==> config.mk <==
export PLATFORM = sky130hd
export DESIGN_NAME = pbcsc_top
export DESIGN_NICKNAME = d
export VERILOG_FILES = /design/src/pbcsc_pkg.sv /design/src/pbcsc_edge.sv /design/src/pbcsc_lock.sv /design/src/pbcsc_top.sv
export SDC_FILE = /design/constraint.sdc
export NUM_CORES = 1
export LEC_CHECK = 0
export ABC_AREA = 1
export BUFFER_PORTS_ARGS = -buffer_cell sky130_fd_sc_hd__buf_2
export CORE_AREA = 2 2 106 108
export DETAILED_ROUTE_END_ITERATION = 12
export DIE_AREA = 0 0 108 110
export PLACE_DENSITY = 0.6
export SLEW_MARGIN = 20
export SYNTH_ARGS = -nofsm -noshare
export SYNTH_HDL_FRONTEND = slang
export SYNTH_HIERARCHICAL = 1
export SYNTH_SLANG_ARGS = --single-unit
export TNS_END_PERCENT = 100
==> constraint.sdc <==
create_clock -name ref_clk -period 2.5 [get_ports ref_clk]
set_input_delay 0.375 -clock ref_clk [delete_from_list [all_inputs] [get_ports ref_clk]]
set_output_delay 0.375 -clock ref_clk [all_outputs]
set_load 0.05 [all_outputs]
==> src/pbcsc_pkg.sv <==
// Constants, carriers and the control summary of the PLL base clock select block
// ----------------------------------------------------------------------------
// Overview of operation
// - Zero reference divider or multiplier acts as one
// - Zero linear multiplier disables PLL, forces oscillator
// - Switchover waits three old edges (none from a stopped VCO), three new edges
// - Selected source halved for even duty
// - Bypass bit skips halving on oscillator path
// - Select one picks VCO path, zero oscillator
// - Select cannot be set while PLL off
// - PLL cannot be turned off while selected
// - Power and select never change together
// - Irq enable writable only under self control
// - Settled toggle sets flag; flag and enable interrupt
// - Flag reads zero without self control; reset clears
// - Reading control register clears the flag
// - Power bit enables PLL, set by reset
// - Reset clears select, oscillator drives output
// - Prescale bits writable only while PLL off
// - Prescale code gives multiplier one to eight
// - Output: oscillator, oscillator halved or VCO halved
// - Range exponent writable only while PLL off
// - Self control bit: one automatic, zero manual
// - Settled indicator reads zero without self control
// ----------------------------------------------------------------------------
package pbcsc_pkg;

  // ----------------------------------------------------------------------------
  // Register map
  // ----------------------------------------------------------------------------
  localparam int unsigned PBCSC_AW        = 3;
  localparam int unsigned PBCSC_DW        = 8;
  localparam logic [2:0]  OFF_PLL_CONTROL = 3'h0;
  localparam logic [2:0]  OFF_BW_CONTROL  = 3'h1;
  localparam logic [2:0]  OFF_OPTION      = 3'h2;
  localparam logic [2:0]  OFF_REF_DIV     = 3'h3;
  localparam logic [2:0]  OFF_MULT_HI     = 3'h4;
  localparam logic [2:0]  OFF_MULT_LO     = 3'h5;
  localparam logic [2:0]  OFF_VCO_LIN     = 3'h6;

  // Field positions outside the control register
  localparam int unsigned BIT_SELF_CTL    = 7;
  localparam int unsigned BIT_SETTLED     = 6;
  localparam int unsigned BIT_BYPASS      = 0;

  // Reset values
  localparam logic [7:0]  RST_PLL_CONTROL = 8'h20;
  localparam logic [3:0]  RST_REF_DIV     = 4'h1;
  localparam logic [11:0] RST_MULT        = 12'h040;
  localparam logic [7:0]  RST_VCO_LIN     = 8'h40;

  // Edges counted on each side of a switchover, minus one
  localparam logic [1:0]  SW_LAST_EDGE    = 2'h2;

  // ----------------------------------------------------------------------------
  // Carriers
  // ----------------------------------------------------------------------------
  // Control register, bit 7 down to bit 0
  typedef struct packed {
    logic       lock_irq_enable;
    logic       lock_change_flag;
    logic       pll_power_on;
    logic       base_clk_select;
    logic [1:0] prescale_select;
    logic [1:0] vco_range_exp;
  } pbcsc_ctl_t;

  typedef struct packed {
    logic rise;
    logic fall;
  } pbcsc_clkev_t;

  typedef enum logic [1:0] {
    ST_RUN   = 2'b00,
    ST_DRAIN = 2'b01,
    ST_FILL  = 2'b10
  } pbcsc_sw_st_t;

endpackage : pbcsc_pkg

==> src/pbcsc_edge.sv <==
// Rise and fall detector for a source clock sampled on the system clock
`timescale 1ns/1ps
`default_nettype none
module pbcsc_edge
  import pbcsc_pkg::*;
(
  input  wire logic          ref_clk,
  input  wire logic          rst,
  input  wire logic          level_in,
  output var  pbcsc_clkev_t  ev
);

  typedef struct packed {
    logic         prev;
    pbcsc_clkev_t ev;
  } pbcsc_edge_st_t;

  pbcsc_edge_st_t st_ff;
  pbcsc_edge_st_t nxt_st;

  // Compare the level with last cycle's sample
  always_comb
  begin
    nxt_st         = st_ff;
    nxt_st.prev    = level_in;
    nxt_st.ev.rise = level_in & ~st_ff.prev;
    nxt_st.ev.fall = ~level_in & st_ff.prev;
  end

  always_ff @(posedge ref_clk)
  begin
    if (rst)
      st_ff <= '0;
    else
      st_ff <= nxt_st;
  end

  assign ev = st_ff.ev;

endmodule : pbcsc_edge
`default_nettype wire

==> src/pbcsc_lock.sv <==
// Frequency settled indicator with its toggle detector
`timescale 1ns/1ps
`default_nettype none
module pbcsc_lock
  import pbcsc_pkg::*;
(
  input  wire logic ref_clk,
  input  wire logic rst,
  input  wire logic bw_self_ctl,
  input  wire logic freq_settled,
  output var  logic settled,
  output var  logic toggled
);

  typedef struct packed {
    logic settled;
    logic toggled;
  } pbcsc_lock_st_t;

  pbcsc_lock_st_t st_ff;
  pbcsc_lock_st_t nxt_st;

  // Indicator is masked in manual mode; a toggle is any change of it
  always_comb
  begin
    nxt_st         = st_ff;
    nxt_st.settled = bw_self_ctl & freq_settled;
    nxt_st.toggled = nxt_st.settled ^ st_ff.settled;
  end

  always_ff @(posedge ref_clk)
  begin
    if (rst)
      st_ff <= '0;
    else
      st_ff <= nxt_st;
  end

  assign settled = st_ff.settled;
  assign toggled = st_ff.toggled;

endmodule : pbcsc_lock
`default_nettype wire

==> src/pbcsc_top.sv <==
// Base clock selector, transition control and PLL control registers
//
// The register addresses and strobed register access were left to the implementer.
`timescale 1ns/1ps
`default_nettype none
module pbcsc_top
  import pbcsc_pkg::*;
#(
  parameter int unsigned AW = PBCSC_AW,
  parameter int unsigned DW = PBCSC_DW
)
(
  input  wire logic          ref_clk,
  input  wire logic          rst,
  input  wire logic [AW-1:0] addr,
  input  wire logic [DW-1:0] wdata,
  input  wire logic          wr_en,
  input  wire logic          rd_en,
  output var  logic [DW-1:0] rdata,
  input  wire logic          osc_clock,
  input  wire logic          divided_vco_clock,
  input  wire logic          freq_settled,
  output var  logic          base_clock_out,
  output var  logic          pll_irq,
  output var  logic          pll_enable,
  output var  logic [1:0]    prescale_select,
  output var  logic [1:0]    vco_range_exp,
  output var  logic [3:0]    ref_div_eff,
  output var  logic [11:0]   fb_mult_eff,
  output var  logic [7:0]    vco_lin_mult
);

  // ----------------------------------------------------------------------------
  // State
  // ----------------------------------------------------------------------------
  typedef struct packed {
    pbcsc_ctl_t   ctl;
    logic         bw_self_ctl;
    logic         osc_halving_bypass;
    logic [3:0]   ref_div;
    logic [11:0]  fb_mult;
    logic [7:0]   vco_lin;
    logic [DW-1:0] rdata;
    logic         irq;
    logic         pll_en;
    logic [3:0]   ref_div_eff;
    logic [11:0]  fb_mult_eff;
    pbcsc_sw_st_t sw;
    logic [1:0]   edge_cnt;
    logic         act_select;
    logic         base;
  } pbcsc_top_st_t;

  pbcsc_top_st_t st_ff;
  pbcsc_top_st_t nxt_st;
  pbcsc_clkev_t  osc_ev;
  pbcsc_clkev_t  vco_ev;
  logic          settled;
  logic          settled_tog;

  // Zero in a divider setting means divide by one
  function automatic logic [11:0] fix_zero(input logic [11:0] v);
    fix_zero = (v == 12'h000) ? 12'h001 : v;
  endfunction : fix_zero

  // ----------------------------------------------------------------------------
  // Source clock edges and settled indicator
  // ----------------------------------------------------------------------------
  pbcsc_edge u_osc_edge (
    .ref_clk  (ref_clk),
    .rst      (rst),
    .level_in (osc_clock),
    .ev       (osc_ev)
  );

  pbcsc_edge u_vco_edge (
    .ref_clk  (ref_clk),
    .rst      (rst),
    .level_in (divided_vco_clock),
    .ev       (vco_ev)
  );

  pbcsc_lock u_lock (
    .ref_clk      (ref_clk),
    .rst          (rst),
    .bw_self_ctl  (st_ff.bw_self_ctl),
    .freq_settled (freq_settled),
    .settled      (settled),
    .toggled      (settled_tog)
  );

  // ----------------------------------------------------------------------------
  // Next state
  // ----------------------------------------------------------------------------
  always_comb
  begin
    pbcsc_ctl_t w;
    logic       wr_ctl;
    logic       rd_ctl;
    logic       sel_moves;
    logic       lin_zero;
    logic       old_rise;
    logic       new_rise;
    logic [11:0] rdiv_fix;
    nxt_st    = st_ff;
    rdiv_fix  = 12'h000;
    w         = pbcsc_ctl_t'(wdata);
    wr_ctl    = wr_en && (addr == OFF_PLL_CONTROL);
    rd_ctl    = rd_en && (addr == OFF_PLL_CONTROL);
    sel_moves = 1'b0;
    lin_zero  = (st_ff.vco_lin == 8'h00);
    old_rise  = st_ff.act_select ? vco_ev.rise : osc_ev.rise;
    new_rise  = st_ff.act_select ? osc_ev.rise : vco_ev.rise;

    // Control register write with its interlocks
    if (wr_ctl)
    begin
      if (w.base_clk_select != st_ff.ctl.base_clk_select)
      begin
        // Setting needs the PLL on and a usable linear multiplier
        if (!w.base_clk_select || (st_ff.ctl.pll_power_on && !lin_zero))
        begin
          nxt_st.ctl.base_clk_select = w.base_clk_select;
          sel_moves                  = 1'b1;
        end
      end
      // Power may not move in the same write as the select
      if ((w.pll_power_on != st_ff.ctl.pll_power_on) && !sel_moves &&
          !(st_ff.ctl.base_clk_select && !w.pll_power_on))
        nxt_st.ctl.pll_power_on = w.pll_power_on;
      if (st_ff.bw_self_ctl)
        nxt_st.ctl.lock_irq_enable = w.lock_irq_enable;
      if (!st_ff.ctl.pll_power_on)
      begin
        nxt_st.ctl.prescale_select = w.prescale_select;
        nxt_st.ctl.vco_range_exp   = w.vco_range_exp;
      end
    end

    // Other registers; divider settings frozen while the PLL runs
    if (wr_en)
    begin
      unique case (addr)
        OFF_BW_CONTROL:
          nxt_st.bw_self_ctl = wdata[BIT_SELF_CTL];
        OFF_OPTION:
          nxt_st.osc_halving_bypass = wdata[BIT_BYPASS];
        OFF_REF_DIV:
          if (!st_ff.ctl.pll_power_on)
            nxt_st.ref_div = wdata[3:0];
        OFF_MULT_HI:
          if (!st_ff.ctl.pll_power_on)
            nxt_st.fb_mult[11:8] = wdata[3:0];
        OFF_MULT_LO:
          if (!st_ff.ctl.pll_power_on)
            nxt_st.fb_mult[7:0] = wdata[7:0];
        OFF_VCO_LIN:
          if (!st_ff.ctl.pll_power_on)
            nxt_st.vco_lin = wdata[7:0];
        default:
          nxt_st.rdata = st_ff.rdata;
      endcase
    end

    // Zero linear multiplier: oscillator forced, PLL held off
    if (nxt_st.vco_lin == 8'h00)
      nxt_st.ctl.base_clk_select = 1'b0;
    nxt_st.pll_en = nxt_st.ctl.pll_power_on && (nxt_st.vco_lin != 8'h00);
    // Widened through the shared helper, then cut back to the divider width
    rdiv_fix           = fix_zero({8'h00, nxt_st.ref_div});
    nxt_st.ref_div_eff = rdiv_fix[3:0];
    nxt_st.fb_mult_eff = fix_zero(nxt_st.fb_mult);

    // Flag: a toggle in the clearing cycle still sets it
    nxt_st.ctl.lock_change_flag = nxt_st.bw_self_ctl &&
      ((st_ff.ctl.lock_change_flag && !rd_ctl) || settled_tog);
    nxt_st.irq = nxt_st.ctl.lock_change_flag && nxt_st.ctl.lock_irq_enable &&
                 nxt_st.bw_self_ctl;

    // Read data stand one cycle after the strobe, zero otherwise
    nxt_st.rdata = '0;
    if (rd_en)
    begin
      unique case (addr)
        OFF_PLL_CONTROL:
        begin
          nxt_st.rdata = DW'(st_ff.ctl);
          nxt_st.rdata[7] = st_ff.ctl.lock_irq_enable & st_ff.bw_self_ctl;
          nxt_st.rdata[6] = st_ff.ctl.lock_change_flag & st_ff.bw_self_ctl;
        end
        OFF_BW_CONTROL:
        begin
          nxt_st.rdata[BIT_SELF_CTL] = st_ff.bw_self_ctl;
          nxt_st.rdata[BIT_SETTLED]  = settled;
        end
        OFF_OPTION:
          nxt_st.rdata[BIT_BYPASS] = st_ff.osc_halving_bypass;
        OFF_REF_DIV:
          nxt_st.rdata[3:0] = st_ff.ref_div;
        OFF_MULT_HI:
          nxt_st.rdata[3:0] = st_ff.fb_mult[11:8];
        OFF_MULT_LO:
          nxt_st.rdata = st_ff.fb_mult[7:0];
        OFF_VCO_LIN:
          nxt_st.rdata = st_ff.vco_lin;
        default:
          nxt_st.rdata = '0;
      endcase
    end

    // Transition control: the select change is followed out on the old
    // source's own edges, then in on the new one's, with the output frozen
    unique case (st_ff.sw)
      ST_RUN:
      begin
        if (st_ff.ctl.base_clk_select != st_ff.act_select)
        begin
          nxt_st.sw       = ST_DRAIN;
          nxt_st.edge_cnt = '0;
        end
        else if (st_ff.act_select)
        begin
          if (vco_ev.rise)
            nxt_st.base = ~st_ff.base;
        end
        else if (st_ff.osc_halving_bypass)
        begin
          if (osc_ev.rise || osc_ev.fall)
            nxt_st.base = ~st_ff.base;
        end
        else if (osc_ev.rise)
          nxt_st.base = ~st_ff.base;
      end
      ST_DRAIN:
      begin
        // A stopped VCO gives no edges, so it is not waited for
        if (st_ff.act_select && !st_ff.pll_en)
        begin
          nxt_st.sw       = ST_FILL;
          nxt_st.edge_cnt = '0;
        end
        else if (old_rise)
        begin
          if (st_ff.edge_cnt == SW_LAST_EDGE)
          begin
            nxt_st.sw       = ST_FILL;
            nxt_st.edge_cnt = '0;
          end
          else
            nxt_st.edge_cnt = st_ff.edge_cnt + 2'h1;
        end
      end
      ST_FILL:
      begin
        if (new_rise)
        begin
          if (st_ff.edge_cnt == SW_LAST_EDGE)
          begin
            nxt_st.sw         = ST_RUN;
            nxt_st.act_select = ~st_ff.act_select;
            nxt_st.edge_cnt   = '0;
          end
          else
            nxt_st.edge_cnt = st_ff.edge_cnt + 2'h1;
        end
      end
      default:
        nxt_st.sw = ST_RUN;
    endcase
  end

  // ----------------------------------------------------------------------------
  // Registers
  // ----------------------------------------------------------------------------
  // Power-on default keeps the PLL running so it settles during start-up
  always_ff @(posedge ref_clk)
  begin
    if (rst)
    begin
      st_ff             <= '0;
      st_ff.ctl         <= pbcsc_ctl_t'(RST_PLL_CONTROL);
      st_ff.ref_div     <= RST_REF_DIV;
      st_ff.ref_div_eff <= RST_REF_DIV;
      st_ff.fb_mult     <= RST_MULT;
      st_ff.fb_mult_eff <= RST_MULT;
      st_ff.vco_lin     <= RST_VCO_LIN;
      st_ff.pll_en      <= 1'b1;
      st_ff.sw          <= ST_RUN;
    end
    else
      st_ff <= nxt_st;
  end

  // ----------------------------------------------------------------------------
  // Outputs
  // ----------------------------------------------------------------------------
  assign rdata           = st_ff.rdata;
  assign base_clock_out  = st_ff.base;
  assign pll_irq         = st_ff.irq;
  assign pll_enable      = st_ff.pll_en;
  assign prescale_select = st_ff.ctl.prescale_select;
  assign vco_range_exp   = st_ff.ctl.vco_range_exp;
  assign ref_div_eff     = st_ff.ref_div_eff;
  assign fb_mult_eff     = st_ff.fb_mult_eff;
  assign vco_lin_mult    = st_ff.vco_lin;

endmodule : pbcsc_top
`default_nettype wire

==> results of run 1 <==
per-stage QoR:
stage,power (W),instances,area (um2)
4_1_cts,0.002438,625,3669
6_report,0.002407,625,3669
3_5_place_dp,0.001558,609,3483
5_1_grt,0.002544,625,3669
2_1_floorplan,0.001482,459,3356
3_3_place_gp,0.001547,609,3483
flip-flops by register name, indices dropped and copies added, names as in the netlist, 2 cells and up:
register	count
fb_mult_eff	12
rdata	8
prescale_select	2
ref_div_eff	4
u_osc_edge/ev	2
vco_range_exp	2
vco_lin_mult	8
st_ff	27
final timing paths:
check | start | endpoint | depth (start not counted)
setup / recovery | st_ff[63]$_SDFF_PP1_ | fb_mult_eff[0]$_SDFF_PP0_ | 10
hold / removal | osc_clock | u_osc_edge/ev[0]$_SDFF_PP0_ | 2
hold reg to reg | u_vco_edge/st_ff[2]$_SDFF_PP0_ | u_vco_edge/ev[1]$_SDFF_PP0_ | 1
setup reg to reg | st_ff[63]$_SDFF_PP1_ | fb_mult_eff[0]$_SDFF_PP0_ | 10
worst register-to-register path, delay by kind of cell (launching register included):
kind / cells / cell delay [ns]
AND/OR/NAND/NOR: 9 / 1.11
flip-flops: 1 / 0.35
buffers and inverters: 1 / 0.15
cell usage in the layout (no fill, tap or decap), types with 2 or more instances in the layout:
| cell type | instances |
|---|---|
| a21oi_1 | 25 |
| inv_2 | 7 |
| nand2_2 | 8 |
| nand2_1 | 92 |
| dfxtp_1 | 73 |
| inv_6 | 3 |
| nor3_1 | 3 |
| a211oi_1 | 2 |
| nor2_2 | 4 |
| a22oi_1 | 3 |
| clkbuf_8 | 9 |
| nand4_1 | 6 |
| clkinvlp_4 | 2 |
| buf_2 | 56 |
| o22ai_1 | 2 |
| nor2_1 | 82 |
| inv_1 | 45 |
| o211ai_1 | 3 |
| o21ai_0 | 14 |
| ha_1 | 3 |
| nand3_1 | 21 |
| buf_4 | 2 |
| o21ai_1 | 2 |
power groups by stage:
stage / registers (W) / logic, W / clock network (W)
global placement: 0.00124 / 0.000303 / 0
detailed placement: 0.00125 / 0.000312 / 0
global route: 0.00122 / 0.000365 / 0.000955
CTS: 0.00122 / 0.000314 / 0.000905
floorplan: 0.00125 / 0.000232 / 0
finish: 0.00122 / 0.000311 / 0.000876
metal layers:
layer / share of wire / GRT usage / wire length, um / up-vias
met3: 0.063 / 0.04350 / 499 / 12
met1: 0.45 / 0.1733 / 3563 / 1259
met5: 0.0016 / 0 / 13 / -
li1: - / - / - / 1447
met2: 0.48 / 0.2457 / 3798 / 82
met4: 0.011 / 0.04762 / 91 / 2
area by class of cell:
class,count,area share
Clock buffer,9,0.03377
Clock inverter,7,0.01671
Inverter,53,0.05423
Multi-Input combinational cell,285,0.3687
Sequential cell,73,0.3984
Tap cell,140,0.04775
Timing Repair Buffer,58,0.08049
==> metrics.txt, run 1 <==
fmax between 0.5 and 0.6 GHz; register share of total power 0.506; Critical Path Slowest Stage Cell nor2_2; Die Wd between 100 and 150 um; CP Class reg -> reg; RSZ-0062 raised after global routing no; worst setup margin just under 0.8 ns; average wire per standard cell ~13 um; synth-to-layout area growth 9.321%; Sink Count 73; Worst-path clk slew 0.08 ns; Sw Pwr approximately 0.00073 W; DRT Pass-1 Iters 5; share of post-route cells with drive strength above 1 0.2041; status completed; H-tree Lvls 3; switching power share of the total 0.3043; Final ANT Viol Nets 0; Hold Path Class in -> reg; DRC Markers 0; TritonCTS Buffers 9; crit-path cells nor2_2, nand2_1, inv_1, nand2_1, nand2_1, nor2_1, nand2_1, nor2_1, nand3_1, nand2_1; full die area about 12,000 um2; Starting DRT DRC Count roughly 110; Setup Slack @ Placement about 0.57 ns; post-CTS repair timing setup buffer count 0; measured slew at the worst slew-check pin slightly below 0.6 ns; worst hold slack between 0.15 and 0.2 ns; Die Ht approximately 110 um; register area between 1000 and 1500 um2; placeable core area about 11,000 um2; n_diodes 0; CTS tree done; Crit path largest cell delay roughly 0.48 ns; initial antenna violation count 1; setup slack, reg-to-reg 0.79 ns; gr usage total 0.1439; first-pass GRT wire length 13,220 um; Final TNS setup 0 ns; vias in the first global route 2,793; crit path launch type flip-flop; Vias around 2.8k; I/O pin count 57; nets@finish between 500 and 600; Internal 0.001674 W; Yosys warnings 6; FILL cells 1,169; synthesized cell area about 3400 um2; worst-path fanout max 11; final core occ 0.3429; FP Rows 38; Worst Path Buf+Inv 1; Pwr Density 656.1 nW/um2; largest net degree at the start of global routing 40; final wirelength 7966 um; Slew headroom 0.6100; CP endpoint kind flip-flop; Final min period approximately 1.7 ns; GPL Wtd Cong around 0.87; count of final max-slew check failures 0; Setup Skew between 0.009 and 0.01 ns; CP arrival about 2.0 ns; clk root buf clkbuf_8; Final setup viols 0; Leakage roughly 1.8 nW; Clock Latency Late Sink around 0.36 ns; combinational cell fraction of total power 0.129; Clk pwr share 0.364; Synth Instances ~460; multi-input logic area between 1000 and 1500 um2; Starting Density 0.3137; cell family with most CP delay simple AND/OR/NAND/NOR gates; post-cts resize count 0; max-cap violations 0; worst vdd ir about 0.34 mV; clock buffer depth 2; post-DP HPWL 6139 um; data required time of the worst path 2.76 ns; hold_buf cts 0; Synth Net Count between 400 and 500; Crit path top cell by count nand2_1; synthesized area per cell between 7 and 8 um2; total congestion overflow 0; # port buffers 56; routed vias/inst between 4 and 5; Tcrit/Tclk final 0.6853; Final Hold Fails 0
Power figures use the tool's default switching activity.
==> run 2, diff against run 1 <==
==> constraint.sdc (replaced) <==
create_clock -name ref_clk -period 1.6 [get_ports ref_clk]
set_input_delay 0.24 -clock ref_clk [delete_from_list [all_inputs] [get_ports ref_clk]]
set_output_delay 0.24 -clock ref_clk [all_outputs]
set_load 0.05 [all_outputs]
==> metrics.txt, run 2 (same netlist as run 1, synthesis figures left out) <==
status completed; Sw Pwr 0.001175 W; total congestion overflow 0; Slew headroom 0.7246; worst hold slack between 0.06 and 0.07 ns; Hold Path Class in -> reg; Layout Cells excl Fill approximately 640; fmax about 0.68 GHz; # port buffers 56; final wirelength around 8400 um; dpl cells 619; worst setup margin 0.1341 ns; gr usage total 0.1550; FP Rows 38; register area about 1500 um2; Vias between 2k and 3k; Die Ht ~110 um; placeable core area ~11,000 um2; Clk pwr share 0.373; FILL cells between 1k and 1.5k; largest net degree at the start of global routing 27; CP Class reg -> reg; biggest regs st_ff (27), fb_mult_eff (12); Sink Count 73; DRT Pass-1 Iters 5; Leakage around 1.8 nW; hold_buf cts 0; Final Hold Fails 0; Starting DRT DRC Count 134; largest reg by FF count st_ff; n_diodes 0; GPL Wtd Cong between 0.9 and 1; full die area roughly 12,000 um2; Die Wd about 110 um; first-pass GRT wire length approximately 14,000 um; worst-path fanout max 3; count of final max-slew check failures 0; synth-to-layout area growth 14.09%; average wire per standard cell roughly 13 um; CP endpoint kind flip-flop; routed vias/inst ~4.6; max reg flops 27; data required time of the worst path between 1.5 and 2 ns; vias in the first global route slightly below 3k; Final min period 1.466 ns; Final ANT Viol Nets 0; DRC Markers 0; Setup Slack @ Placement -0.01990 ns; Tcrit/Tclk final 0.9162; clk root buf clkbuf_8; measured slew at the worst slew-check pin 0.4088 ns; I/O pin count 57; initial antenna violation count 0; H-tree Lvls 3; CTS tree done; commonest non-fill, non-tap cells in the layout 90 x nand2_1, 78 x nor2_1, 73 x dfxtp_1; most common cell after layout, fill and taps aside nand2_1; CP arrival approximately 1.7 ns; Final setup viols 0; Starting Density 0.3137; Setup Skew 0.007015 ns; combinational cell fraction of total power 0.148; max-cap violations 0; switching power share of the total 0.2961; crit path launch type flip-flop; Pwr Density between 1000 and 1500 nW/um2; nets@finish about 510; clock buffer depth 2; register share of total power 0.480; share of post-route cells with drive strength above 1 0.2414; Clock Latency Late Sink between 0.3 and 0.4 ns; post-DP HPWL 6503 um; TritonCTS Buffers 9; Internal approximately 0.0028 W; multi-input logic area between 1000 and 1500 um2; worst vdd ir 0.5330 mV; Worst-path clk slew around 0.080 ns
==> run 2: layer usage <==
metal / up-vias / global-route usage / share of wire
met1: 1356 / 0.1855 / 0.44
met5: - / 0 / 0
li1: 1488 / - / -
met2: 79 / 0.2624 / 0.48
met3: 17 / 0.04174 / 0.058
met4: 0 / 0.06685 / 0.023
==> run 2: critical path, cell delays in order (launching register included) <==
cell and delay [ns]:
dfxtp_1 0.34, inv_1 0.11, buf_4 0.14, nand3_2 0.12, o22ai_2 0.22, nand2_1 0.09, nor2_2 0.16, nand2_1 0.06
nand2_1 0.05, nand2_1 0.04
==> run 2: through the flow <==
stage	area (um2)	setup TNS, ns	total power [W]	utilization
floorplan	3356	0	0.002315	-
global placement	3571	0	0.002430	0.3338
detailed placement	3571	-0.01990	0.002453	0.3338
CTS	3777	0	0.003945	0.3531
global route	3829	-0.02845	0.004205	0.3579
finish	3829	0	0.003969	0.3579
==> run 2: worst paths after layout <==
check,to,depth (start not counted),from,slack (ns)
setup reg to reg,pll_enable$_SDFF_PP1_,9,st_ff[63]$_SDFF_PP1_,0.13
hold / removal,u_osc_edge/ev[0]$_SDFF_PP0_,2,osc_clock,0.06
setup / recovery,pll_enable$_SDFF_PP1_,9,st_ff[63]$_SDFF_PP1_,0.13
hold reg to reg,u_vco_edge/ev[1]$_SDFF_PP0_,1,u_vco_edge/st_ff[2]$_SDFF_PP0_,0.40
==> run 2: what timing repair did <==
item                       CTS  global route
setup endpoints to repair    1             5
setup buffers                0             2
gates resized for setup      1            13
pin swaps                    0             4
==> run 2: area by class of cell <==
cell class	instances	share of cell area
timing repair buffer	70	0.1039
tap	140	0.04575
clock buffer	9	0.03235
sequential	73	0.3817
multi-input combinational	285	0.3634
inverter	53	0.05196
clock inverter	7	0.02092
==> run 2: power by group through the flow <==
stage	Sequential, W	Clock (W)	Combinational [W]
floorplan	0.00195	0	0.000362
global placement	0.00194	0	0.000486
detailed placement	0.00195	0	0.000506
CTS	0.00190	0.00153	0.000510
global route	0.00191	0.00163	0.000665
finish	0.00190	0.00148	0.000586
